File: src/hw/dcst_params.svh
// Timing, width and reset constants for the duty-cycle serial transmitter.
`ifndef DCST_PARAMS_SVH
`define DCST_PARAMS_SVH
`define DCST_CLK_PERIOD_NS 5
`define DCST_BIT_PERIOD_NS 5000
`define DCST_BIT_CYCLES (`DCST_BIT_PERIOD_NS / `DCST_CLK_PERIOD_NS)
`define DCST_ZERO_CYCLES ((`DCST_BIT_CYCLES * 1) / 5)
`define DCST_ONE_CYCLES (((`DCST_BIT_CYCLES * 4) + 4) / 5)
`define DCST_DONE_PULSE_NS 125
`define DCST_DONE_CYCLES (`DCST_DONE_PULSE_NS / `DCST_CLK_PERIOD_NS)
`define DCST_PAT_BITS 16
`define DCST_PKT_LEN_DEF 5'h08
`define DCST_PAT_RESET 16'h0000
`define DCST_CNT_W 11
`define DCST_LEN_W 5
`endif

File: src/hw/dcst_pkg.sv
// Types shared by the duty-cycle serial transmitter.
package dcst_pkg;
  typedef enum logic [1:0] {ST_IDLE, ST_SEND, ST_DONE} dcst_state_t;
  typedef struct packed {
    logic [15:0] pattern;
    logic [4:0] length;
  } dcst_load_t;
endpackage : dcst_pkg

File: src/hw/dcst_tx.sv
// Duty-cycle serial transmitter with pattern source, packet counter and burst mode.
// Notes on behaviour
// Each bit is one period of a pulse; only its high time carries the value.
// Zero bit high at most one fifth; one bit high at least four fifths.
// Other thresholds allowed if zero and one high times stay well apart.
// A packet starts only when pin enable or host enable bit is set, or on a trigger rising edge.
// A bit period timer makes the tick; each bit lasts one tick interval.
// Separate zero and one width timers restart at every bit period start.
// Pattern loads from host writes or from a power-up configuration value.
// Pattern holds sixteen bits; reference packet sends eight of them.
// Packet length counter ends transmission after the configured bit count.
// Each period the selector drives zero or one pulse from the pattern bit.
// Host may rewrite the pattern after a packet has finished.
// Packet completion raises a pulse on the interrupt output.
// Pattern bits are presented one at a time in order.
// Trigger rising edge emits the full sixteen-bit pattern once; the code sends the configured length instead if enable is set at the edge.
// Burst window one-shot is loaded with pattern length minus one.
// Companion one-shot is loaded with pattern length minus two.
// The receiver samples half a bit period after each rising edge.
// Without enable outside a trigger burst, or under reset, the line is low and counters are zero.
`timescale 1ns/1ps
`include "dcst_params.svh"
module dcst_tx (
  input wire logic clock_i,
  input wire logic rst_i,
  input wire logic ce_i,
  input wire logic enable_pin_i,
  input wire logic enable_host_i,
  input wire logic trigger_i,
  input wire logic load_i,
  input wire dcst_pkg::dcst_load_t load_data_i,
  input wire logic [15:0] nv_pattern_i,
  output logic load_ready_o,
  output logic line_o,
  output logic done_pulse_o,
  output logic busy_o,
  output logic burst_window_o,
  output logic burst_companion_o
);
  // Outside pins pass two flip-flops before use.
  logic [1:0] en_sync_reg;
  logic [1:0] trig_sync_reg;
  logic trig_prev_reg;
  always_ff @(posedge clock_i or posedge rst_i) begin
    if (rst_i) begin
      en_sync_reg <= 2'h0;
      trig_sync_reg <= 2'h0;
      trig_prev_reg <= 1'b0;
    end else if (ce_i) begin
      en_sync_reg <= {en_sync_reg[0], enable_pin_i};
      trig_sync_reg <= {trig_sync_reg[0], trigger_i};
      trig_prev_reg <= trig_sync_reg[1];
    end
  end
  logic enable_w;
  logic trig_rise_w;
  assign enable_w = en_sync_reg[1] | enable_host_i;
  assign trig_rise_w = trig_sync_reg[1] & ~trig_prev_reg;

  // Two-entry load buffer so up to two loads during a packet wait rather than being lost.
  dcst_pkg::dcst_load_t buf_reg [2];
  dcst_pkg::dcst_load_t buf_next [2];
  logic [1:0] cnt_reg;
  logic [1:0] cnt_next;
  logic pop_w;
  always_comb begin
    buf_next = buf_reg;
    cnt_next = cnt_reg;
    if (pop_w) begin
      buf_next[0] = buf_reg[1];
      cnt_next = cnt_next - 2'h1;
    end
    if (load_i && cnt_reg != 2'h2) begin
      buf_next[cnt_next[0]] = load_data_i;
      cnt_next = cnt_next + 2'h1;
    end
  end
  always_ff @(posedge clock_i or posedge rst_i) begin
    if (rst_i) begin
      buf_reg[0] <= '0;
      buf_reg[1] <= '0;
      cnt_reg <= 2'h0;
      load_ready_o <= 1'b0;
    end else if (ce_i) begin
      buf_reg <= buf_next;
      cnt_reg <= cnt_next;
      load_ready_o <= (cnt_next != 2'h2);
    end
  end

  // Main transmit state.
  dcst_pkg::dcst_state_t state_reg;
  dcst_pkg::dcst_state_t state_next;
  logic [15:0] pat_reg;
  logic [15:0] pat_next;
  logic [15:0] shift_reg;
  logic [15:0] shift_next;
  logic [4:0] len_reg;
  logic [4:0] len_next;
  logic [`DCST_LEN_W-1:0] bits_reg;
  logic [`DCST_LEN_W-1:0] bits_next;
  logic [`DCST_CNT_W-1:0] period_reg;
  logic [`DCST_CNT_W-1:0] period_next;
  logic [`DCST_CNT_W-1:0] zero_reg;
  logic [`DCST_CNT_W-1:0] zero_next;
  logic [`DCST_CNT_W-1:0] one_reg;
  logic [`DCST_CNT_W-1:0] one_next;
  logic [`DCST_LEN_W-1:0] win_reg;
  logic [`DCST_LEN_W-1:0] win_next;
  logic [`DCST_LEN_W-1:0] comp_reg;
  logic [`DCST_LEN_W-1:0] comp_next;
  logic [5:0] done_reg;
  logic [5:0] done_next;
  logic line_next;
  logic burst_reg;
  logic burst_next;
  logic nv_loaded_reg;
  logic tick_w;

  assign tick_w = (period_reg == `DCST_CNT_W'(`DCST_BIT_CYCLES - 1));
  assign pop_w = (state_reg == dcst_pkg::ST_IDLE) && (cnt_reg != 2'h0) && nv_loaded_reg;

  always_comb begin
    state_next = state_reg;
    pat_next = pat_reg;
    shift_next = shift_reg;
    len_next = len_reg;
    bits_next = bits_reg;
    period_next = period_reg;
    zero_next = zero_reg;
    one_next = one_reg;
    win_next = win_reg;
    comp_next = comp_reg;
    done_next = (done_reg != 6'h00) ? done_reg - 6'h01 : 6'h00;
    burst_next = burst_reg;
    line_next = 1'b0;
    if (!nv_loaded_reg) begin
      pat_next = nv_pattern_i;
    end else if (pop_w) begin
      pat_next = buf_reg[0].pattern;
      len_next = buf_reg[0].length;
    end
    case (state_reg)
      dcst_pkg::ST_IDLE: begin
        bits_next = '0;
        period_next = '0;
        if (nv_loaded_reg && !pop_w && (enable_w || trig_rise_w)) begin
          state_next = dcst_pkg::ST_SEND;
          shift_next = pat_reg;
          burst_next = trig_rise_w && !enable_w;
          win_next = `DCST_LEN_W'(`DCST_PAT_BITS - 1);
          comp_next = `DCST_LEN_W'(`DCST_PAT_BITS - 2);
          zero_next = '0;
          one_next = '0;
        end
      end
      dcst_pkg::ST_SEND: begin
        if (!enable_w && !burst_reg) begin
          state_next = dcst_pkg::ST_IDLE;
          bits_next = '0;
          // An abort on the tick cycle would otherwise leave the period timer at its end value.
          period_next = '0;
          zero_next = '0;
          one_next = '0;
        end else begin
          // Line high while the selected width timer is still running.
          line_next = shift_reg[15] ? (one_reg < `DCST_CNT_W'(`DCST_ONE_CYCLES))
                                    : (zero_reg < `DCST_CNT_W'(`DCST_ZERO_CYCLES));
          period_next = tick_w ? '0 : period_reg + `DCST_CNT_W'(1);
          zero_next = tick_w ? '0 : zero_reg + `DCST_CNT_W'(1);
          one_next = tick_w ? '0 : one_reg + `DCST_CNT_W'(1);
          if (tick_w) begin
            shift_next = {shift_reg[14:0], 1'b0};
            bits_next = bits_reg + `DCST_LEN_W'(1);
            if (burst_reg) begin
              win_next = (win_reg != '0) ? win_reg - `DCST_LEN_W'(1) : '0;
              comp_next = (comp_reg != '0) ? comp_reg - `DCST_LEN_W'(1) : '0;
            end
            if (bits_next == (burst_reg ? `DCST_LEN_W'(`DCST_PAT_BITS) : len_reg)) begin
              state_next = dcst_pkg::ST_DONE;
              done_next = 6'(`DCST_DONE_CYCLES);
            end
          end
        end
      end
      dcst_pkg::ST_DONE: begin
        // Wait for enable to drop so one enable level sends a single packet.
        bits_next = '0;
        burst_next = 1'b0;
        if (!enable_w) begin
          state_next = dcst_pkg::ST_IDLE;
        end
      end
      default: begin
        state_next = dcst_pkg::ST_IDLE;
      end
    endcase
  end

  always_ff @(posedge clock_i or posedge rst_i) begin
    if (rst_i) begin
      state_reg <= dcst_pkg::ST_IDLE;
      pat_reg <= `DCST_PAT_RESET;
      shift_reg <= `DCST_PAT_RESET;
      len_reg <= `DCST_PKT_LEN_DEF;
      bits_reg <= '0;
      period_reg <= '0;
      zero_reg <= '0;
      one_reg <= '0;
      win_reg <= '0;
      comp_reg <= '0;
      done_reg <= 6'h00;
      burst_reg <= 1'b0;
      nv_loaded_reg <= 1'b0;
      line_o <= 1'b0;
      done_pulse_o <= 1'b0;
      busy_o <= 1'b0;
      burst_window_o <= 1'b0;
      burst_companion_o <= 1'b0;
    end else if (ce_i) begin
      state_reg <= state_next;
      pat_reg <= pat_next;
      shift_reg <= shift_next;
      len_reg <= len_next;
      bits_reg <= bits_next;
      period_reg <= period_next;
      zero_reg <= zero_next;
      one_reg <= one_next;
      win_reg <= win_next;
      comp_reg <= comp_next;
      done_reg <= done_next;
      burst_reg <= burst_next;
      nv_loaded_reg <= 1'b1;
      line_o <= line_next;
      done_pulse_o <= (done_next != 6'h00);
      busy_o <= (state_next == dcst_pkg::ST_SEND);
      burst_window_o <= burst_next && (state_next == dcst_pkg::ST_SEND) && (win_next != '0);
      burst_companion_o <= burst_next && (state_next == dcst_pkg::ST_SEND) && (comp_next != '0);
    end
  end

  // Checks.
  line_low_idle_a: assert property (@(posedge clock_i) disable iff (rst_i)
    (ce_i && state_reg == dcst_pkg::ST_IDLE) |=> !line_o)
    else $error("line high while idle");
  zero_width_a: assert property (@(posedge clock_i) disable iff (rst_i)
    (ce_i && state_reg == dcst_pkg::ST_SEND && !shift_reg[15] && enable_w
     && zero_reg >= 11'(`DCST_ZERO_CYCLES)) |=> !line_o)
    else $error("zero pulse too long");
  one_width_a: assert property (@(posedge clock_i) disable iff (rst_i)
    (ce_i && state_reg == dcst_pkg::ST_SEND && shift_reg[15] && enable_w
     && one_reg < 11'(`DCST_ONE_CYCLES)) |=> line_o)
    else $error("one pulse too short");
  period_wrap_a: assert property (@(posedge clock_i) disable iff (rst_i)
    (ce_i && tick_w && state_reg == dcst_pkg::ST_SEND) |=> (period_reg == '0))
    else $error("period timer did not wrap");
  timers_restart_a: assert property (@(posedge clock_i) disable iff (rst_i)
    (ce_i && tick_w && state_reg == dcst_pkg::ST_SEND) |=> (zero_reg == '0 && one_reg == '0))
    else $error("width timers not restarted");
  start_needs_en_a: assert property (@(posedge clock_i) disable iff (rst_i)
    (ce_i && state_reg == dcst_pkg::ST_IDLE && !enable_w && !trig_rise_w)
    |=> state_reg != dcst_pkg::ST_SEND)
    else $error("packet started without enable");
  done_pulse_a: assert property (@(posedge clock_i) disable iff (rst_i)
    (ce_i && state_reg == dcst_pkg::ST_SEND && state_next == dcst_pkg::ST_DONE) |=> done_pulse_o)
    else $error("no completion pulse");
  pkt_count_a: assert property (@(posedge clock_i) disable iff (rst_i)
    (state_reg == dcst_pkg::ST_SEND && !burst_reg) |-> bits_reg < len_reg)
    else $error("packet overran its length");
  burst_load_a: assert property (@(posedge clock_i) disable iff (rst_i)
    (ce_i && state_reg == dcst_pkg::ST_IDLE && state_next == dcst_pkg::ST_SEND)
    |=> (win_reg == 5'(`DCST_PAT_BITS - 1) && comp_reg == 5'(`DCST_PAT_BITS - 2)))
    else $error("burst one-shots loaded wrong");
  abort_zero_a: assert property (@(posedge clock_i) disable iff (rst_i)
    (ce_i && state_reg == dcst_pkg::ST_SEND && !enable_w && !burst_reg)
    |=> (!line_o && bits_reg == '0 && period_reg == '0))
    else $error("abort left line or counters active");
  burst_sixteen_a: assert property (@(posedge clock_i) disable iff (rst_i)
    (state_reg == dcst_pkg::ST_SEND && burst_reg) |-> (bits_reg < 5'(`DCST_PAT_BITS)))
    else $error("burst overran the pattern");
  ce_freeze_a: assert property (@(posedge clock_i) disable iff (rst_i)
    (!ce_i) |=> ($stable(line_o) && $stable(state_reg) && $stable(bits_reg)))
    else $error("state moved while clock enable low");

  // Helper count of completion pulse length, used by the checks below only.
  logic [5:0] dlen_reg;
  logic [5:0] dlen_next;
  always_comb begin
    dlen_next = done_pulse_o ? dlen_reg + 6'h01 : 6'h00;
  end
  always_ff @(posedge clock_i or posedge rst_i) begin
    if (rst_i) begin
      dlen_reg <= 6'h00;
    end else if (ce_i) begin
      dlen_reg <= dlen_next;
    end
  end
  done_long_a: assert property (@(posedge clock_i) disable iff (rst_i)
    (ce_i && done_pulse_o) |-> (dlen_reg < 6'(`DCST_DONE_CYCLES)))
    else $error("completion pulse too long");
  done_short_a: assert property (@(posedge clock_i) disable iff (rst_i)
    (ce_i && !done_pulse_o && dlen_reg != 6'h00) |-> (dlen_reg == 6'(`DCST_DONE_CYCLES)))
    else $error("completion pulse too short");
  send_c: cover property (@(posedge clock_i) state_reg == dcst_pkg::ST_SEND ##1
    state_reg == dcst_pkg::ST_DONE);
  burst_c: cover property (@(posedge clock_i) burst_reg && state_reg == dcst_pkg::ST_DONE);
  reload_c: cover property (@(posedge clock_i) pop_w);
  stall_c: cover property (@(posedge clock_i) !load_ready_o);
  abort_c: cover property (@(posedge clock_i) state_reg == dcst_pkg::ST_SEND ##1
    state_reg == dcst_pkg::ST_IDLE);
endmodule : dcst_tx

File: config.mk
export PLATFORM = sky130hd
export DESIGN_NAME = dcst_tx
export DESIGN_NICKNAME = d
export VERILOG_FILES = /design/src/hw/dcst_pkg.sv /design/src/hw/dcst_tx.sv
export VERILOG_INCLUDE_DIRS = /design/src /design/src/hw
export SDC_FILE = /design/constraint.sdc
export NUM_CORES = 1
export LEC_CHECK = 0
export BUFFER_PORTS_ARGS = -buffer_cell sky130_fd_sc_hd__buf_4
export CORE_ASPECT_RATIO = 2
export CORE_MARGIN = 1.5
export CORE_UTILIZATION = 55
export CTS_CLUSTER_SIZE = 24
export DETAILED_ROUTE_END_ITERATION = 8
export HOLD_SLACK_MARGIN = 0.02
export PLACE_DENSITY = 0.74
export SETUP_SLACK_MARGIN = 0.4
export SYNTH_ARGS = -nofsm -noshare
export SYNTH_HDL_FRONTEND = slang
export SYNTH_SLANG_ARGS = --single-unit
File: constraint.sdc
create_clock -name clock_i -period 4.35 [get_ports clock_i]
set_input_delay 0.2175 -clock clock_i [delete_from_list [all_inputs] [get_ports clock_i]]
set_output_delay 0.2175 -clock clock_i [all_outputs]
set_load 0.03 [all_outputs]
**Word-level counts from Yosys, hierarchy flattened**

Index checks and enable logic that the tools add are counted.

- Word-level logic and storage cells: 144
- Flip-flop bits (word level): 150
- Input bits: 44
- Output and inout bits: 6

- $lt $le $gt $ge: 4
- Equality and inequality tests: 12
- $add $sub $neg: 9
- Bitwise gates (word level): 4
- Mux-type cells: 55
- Reductions and logical operators: 33

Operators with widths:

| kind | number |
|---|---|
| $mux 16 | 5 |
| $mux 11 | 7 |
| $pmux 11 s2 | 3 |
| $mux 5 | 13 |
| $bwmux 42 | 1 |
| $mux 21 | 2 |
| $mux 42 | 1 |
| $add 11x1->11 const B | 3 |
| $pmux 16 s2 | 1 |
| $mux 6 | 5 |
| $pmux 5 s2 | 3 |
| $demux 21 s1 | 1 |
| $reduce_bool 5->1 | 4 |
| $mux 2 | 7 |
| $reduce_bool 6->1 | 2 |
| $eq 11x10->1 const B | 1 |
| $logic_and 1x1->1 | 11 |
| $lt 11x10->1 const B | 1 |
| $lt 11x8->1 const B | 1 |
| $ne 2x2->1 const B | 5 |
| $sub 5x1->5 const B | 2 |
| $reduce_and 3->1 | 3 |
| $pmux 2 s3 | 1 |
| $reduce_and 2->1 | 3 |
| 23 further kinds | 31 |

**Longest topological paths before layout**

- Depth after elaboration: 11
- Depth in mapped cells: 9
- Gate-level depth less buffers: 8

**Worst setup path before layout**

Ideal clock, no wire load.

- Path type: flip-flop to flip-flop
- Start: reg cnt_reg[0]
- End: reg (tool-made name)
- Stages on the path, launching flop included: 8
- Data required time: 4.225 ns
- Setup slack: 2.030 ns
- Library setup time: 0.125 ns
- Clock period less this slack: 2.320 ns
- Buffers on the path: 1
- Data arrival time: 2.196 ns
- Path through: dfrtp_1 -> inv_1 -> ha_1 -> nor4b_4 -> xnor2_1 -> and3_1 -> clkbuf_1 -> mux2_2

RTL lines:

| element | RTL line | RTL |
|---|---|---|
| start: declaration | dcst_tx.sv:63 | `logic [1:0] cnt_reg;` |
| start signal: assignment | dcst_tx.sv:86 | `cnt_reg <= cnt_next;` |

==> flow_metrics.tcl <==
set metrics [dict create \
    postSynthNetCount 823 \
    place.gp.congestion 0.884 \
    layout_common_cells "dfrtp_1 (149), nand2_1 (116), o21ai_0 (101), buf_4 (57), nor2_1 (54)" \
    first_pass_iters 7 \
    insertedDiodeCount 0 \
    synth_enable_flop_cells 0 \
    finalClockSkew_ns 0.0158 \
    final_common_cell "dfrtp_1" \
    timing.critical_path.slowest_cell_delay_ns 0.94 \
    fin_worst_hold_slack_ns -0.00730 \
    timing.final.setup_violations 0 \
    maximum_achievable_frequency_ghz 0.332 \
    placeableCoreArea_sq_um 13400 \
    postCtsSetupBuffers 0 \
    critPathMaxFanout 21 \
    clkTransAtPathRegs_ns 0.08 \
    globalRouteTotalUtil 0.245 \
    synth.avg_cell_area_sq_um 9.79 \
    max_slew.worst_pin.slew_ns 1.06 \
    final_cells 981 \
    synth_xor_area_frac 0.0175 \
    dieWidth_microns 85.7 \
    numPortBuffers 49 \
    num-fill-cells 1088 \
    power_density_over_the_cells_nw_per_um2 604 \
    hpwl_microns 11700 \
    fin_crit_ns 3.01 \
    viasPerCell 6.13 \
    synth_simple_gate_area_frac 0.163 \
    drv_slew 0 \
    finalHoldViolations 7 \
    clock_latency_late_sink_ns 0.43 \
    numCtsBuffers 17 \
    run_status "finished with violations" \
    cts_buffer_depth 2 \
    cts_root_buf "clkbuf_16" \
    yosysWarningCount 0 \
    dominant_combinational_cell_family_by_area_after_synthesis "compound AO/OA/AOI/OAI gates" \
    die_height_microns 168 \
    clock_tree_from_tritoncts "yes" \
    ir_drop_uv 441 \
    place.detailed.instances 945 \
    number_of_cells_on_the_worst_reg_to_reg_path 4 \
    netlist_area_sq_um 7520 \
    rr_startpoint "nv_loaded_reg" \
    synth_compound_gate_area_share 0.178 \
    crit_required_ns 4.66 \
    failed_checks "negative hold slack" \
    layout-drive-gt1-share 0.161 \
    start_kind "flip-flop" \
    cp-end-kind "flip-flop" \
    cell_count_after_synthesis 768 \
    synth-async-reset-ratio 1.00 \
    path_class "reg -> reg" \
    regToRegSetupSlack_ns 1.34 \
    gr-total-overflow 0 \
    die_area_sq_um 14400 \
    syn2layout_area_growth_pct 15.6 \
    detail_route.wl_per_cell_microns 17.2 \
    finalWirelength_microns 16800 \
    seq_area_frac_synth 0.500 \
    max_transition_margin 0.292 \
    crit_arrival_ns 3.32 \
    synth_cell_type_count 59 \
    detail_route.drc_violations 0 \
    synth-seq-cells 150 \
    final_antenna_net_count 0 \
    grt_pass1_wl_microns 28000 \
    grt_start_max_net_pins 151 \
    final_core_utilization 0.650 \
    cts_num_sinks 150 \
    rsz0062_at_grt "false" \
    regArea_sq_um 3750 \
    timing.critical_path.slowest_stage_cell "dfrtp_1" \
    drv_cap 0 \
    std_cell_rows 60 \
    vias 6015 \
    setup.worst_path.start "nv_loaded_reg" \
    worstPathCellList "nor4b_4 -> xnor2_1 -> and3_1 -> mux2_2" \
    via_count_of_the_first_global_routing_pass 6005 \
    postSynth.topFlopCell "dfrtp_1" \
    tns_ns 0 \
    synth.area.mux_share 0.0985 \
    synthAdderAreaFrac 0.0183 \
    start_util 0.563 \
    type_of_the_worst_min_delay_path "in -> async" \
    initialDrtViolationCount 370 \
    multi_input_comb_area_sq_um 3580 \
    total_leakage_power_nw 3.87 \
    ctsHtreeMaxLevel 4 \
    grt_antenna_before_repair 0 \
    cts-resized-gates 0 \
    io_pins 50 \
    final_net_count 868 \
    fin_crit_share 0.692 \
]
==> per-layer routing <==
layer  global-route usage  vias up  wire length [microns]
met4                0.144        0                    759
met2                0.427      184                   8990
met1                0.274     2920                   6590
met5                    0        -                      0
met3               0.0466       55                    515
li1                     -     2856                      -
==> report_power, final <==
group	internal [mW]	switching (mW)	total (mW)
combinational	0.680	0.894	1.57
clock	0.787	0.702	1.49
sequential	1.85	0.340	2.18
total	3.31	1.94	5.25
==> through the flow <==
stage | setup WS, ns | cell area, sq um | total power, mW
after floorplan | 2.03 | 7520 | 3.31
after global placement | 1.44 | 8030 | 3.64
after detailed placement | 1.34 | 8030 | 3.77
after CTS | 1.33 | 8690 | 5.27
after global routing | 1.15 | 8690 | 5.58
final | 1.34 | 8690 | 5.25
==> timing repair <==
item,4_1_cts,5_1_grt
setup endpoints to repair,0,0
hold buffers,4,0
endpoints found under the hold margin,4,0
==> critical path: cells and delay by family, from the launching register on <==
kind | cells | cell delay (ns)
xor+xnor | 1 | 0.20
flops | 1 | 0.94
mux | 1 | 0.42
simple gates | 2 | 1.33
==> cells by family (layout without fill, tap and decap cells) <==
| group | Yosys count | in the layout |
|---|---|---|
| xor+xnor | 15 | 15 |
| buf+inv | 49 | 107 |
| compound gates | 215 | 215 |
| mux | 70 | 70 |
| flops | 150 | 150 |
| simple gates | 258 | 258 |
| fa+ha+maj | 11 | 11 |
==> layout make-up <==
type / count / share of cell area
clock buffer: 17 / 0.0490
clock inverter: 15 / 0.0226
inverter: 13 / 0.00605
multi-input combinational: 569 / 0.412
sequential: 150 / 0.432
tap: 155 / 0.0223
timing repair buffer: 62 / 0.0562
==> synthesized netlist by cell type (3+ instances only) <==
master | count | area share
clkbuf_1 | 29 | 0.014
nor4_1 | 3 | 0.0025
ha_1 | 11 | 0.018
o21ai_0 | 104 | 0.069
buf_2 | 5 | 0.0033
a22oi_1 | 23 | 0.023
a21o_1 | 5 | 0.0050
nor2_1 | 54 | 0.027
nand4_1 | 8 | 0.0067
inv_1 | 13 | 0.0065
a31oi_1 | 6 | 0.0050
o211ai_1 | 4 | 0.0040
nand3b_1 | 5 | 0.0050
or3_1 | 5 | 0.0042
o22a_1 | 3 | 0.0035
nand2b_1 | 8 | 0.0067
xnor2_1 | 11 | 0.013
and4_1 | 3 | 0.0035
nand2_1 | 116 | 0.058
a21oi_1 | 18 | 0.012
nor3_1 | 7 | 0.0047
o21ai_1 | 4 | 0.0027
a211oi_1 | 3 | 0.0030
nand3_1 | 19 | 0.013
xor2_1 | 4 | 0.0047
a22o_1 | 9 | 0.010
o31ai_1 | 14 | 0.014
or2_2 | 3 | 0.0025
nor3b_1 | 3 | 0.0030
dfrtp_1 | 149 | 0.50
mux2i_1 | 38 | 0.051
nor2b_1 | 7 | 0.0058
o2bb2ai_1 | 3 | 0.0035
and3_1 | 8 | 0.0067
mux2_2 | 32 | 0.048
==> how the worst min path moves through the flow <==
| stage | startpoint | end | slack [ns] | cells past startpoint |
|---|---|---|---|---|
| 5_1_grt | load_data_i[17] | flip-flop | 0.02 | 2 |
| 2_1_floorplan | load_data_i[19] | flip-flop | 0.37 | 1 |
| 3_3_place_gp | trigger_i | trig_sync_reg[0] | 0.45 | 2 |
| 4_1_cts | load_data_i[8] | flip-flop | 0.02 | 2 |
| 6_report | rst_i | done_reg[4] | -0.007 | 3 |
| 3_5_place_dp | shift_reg[0] | shift_reg[0] | 0.46 | 2 |
(Power assumes the default switching activity.)
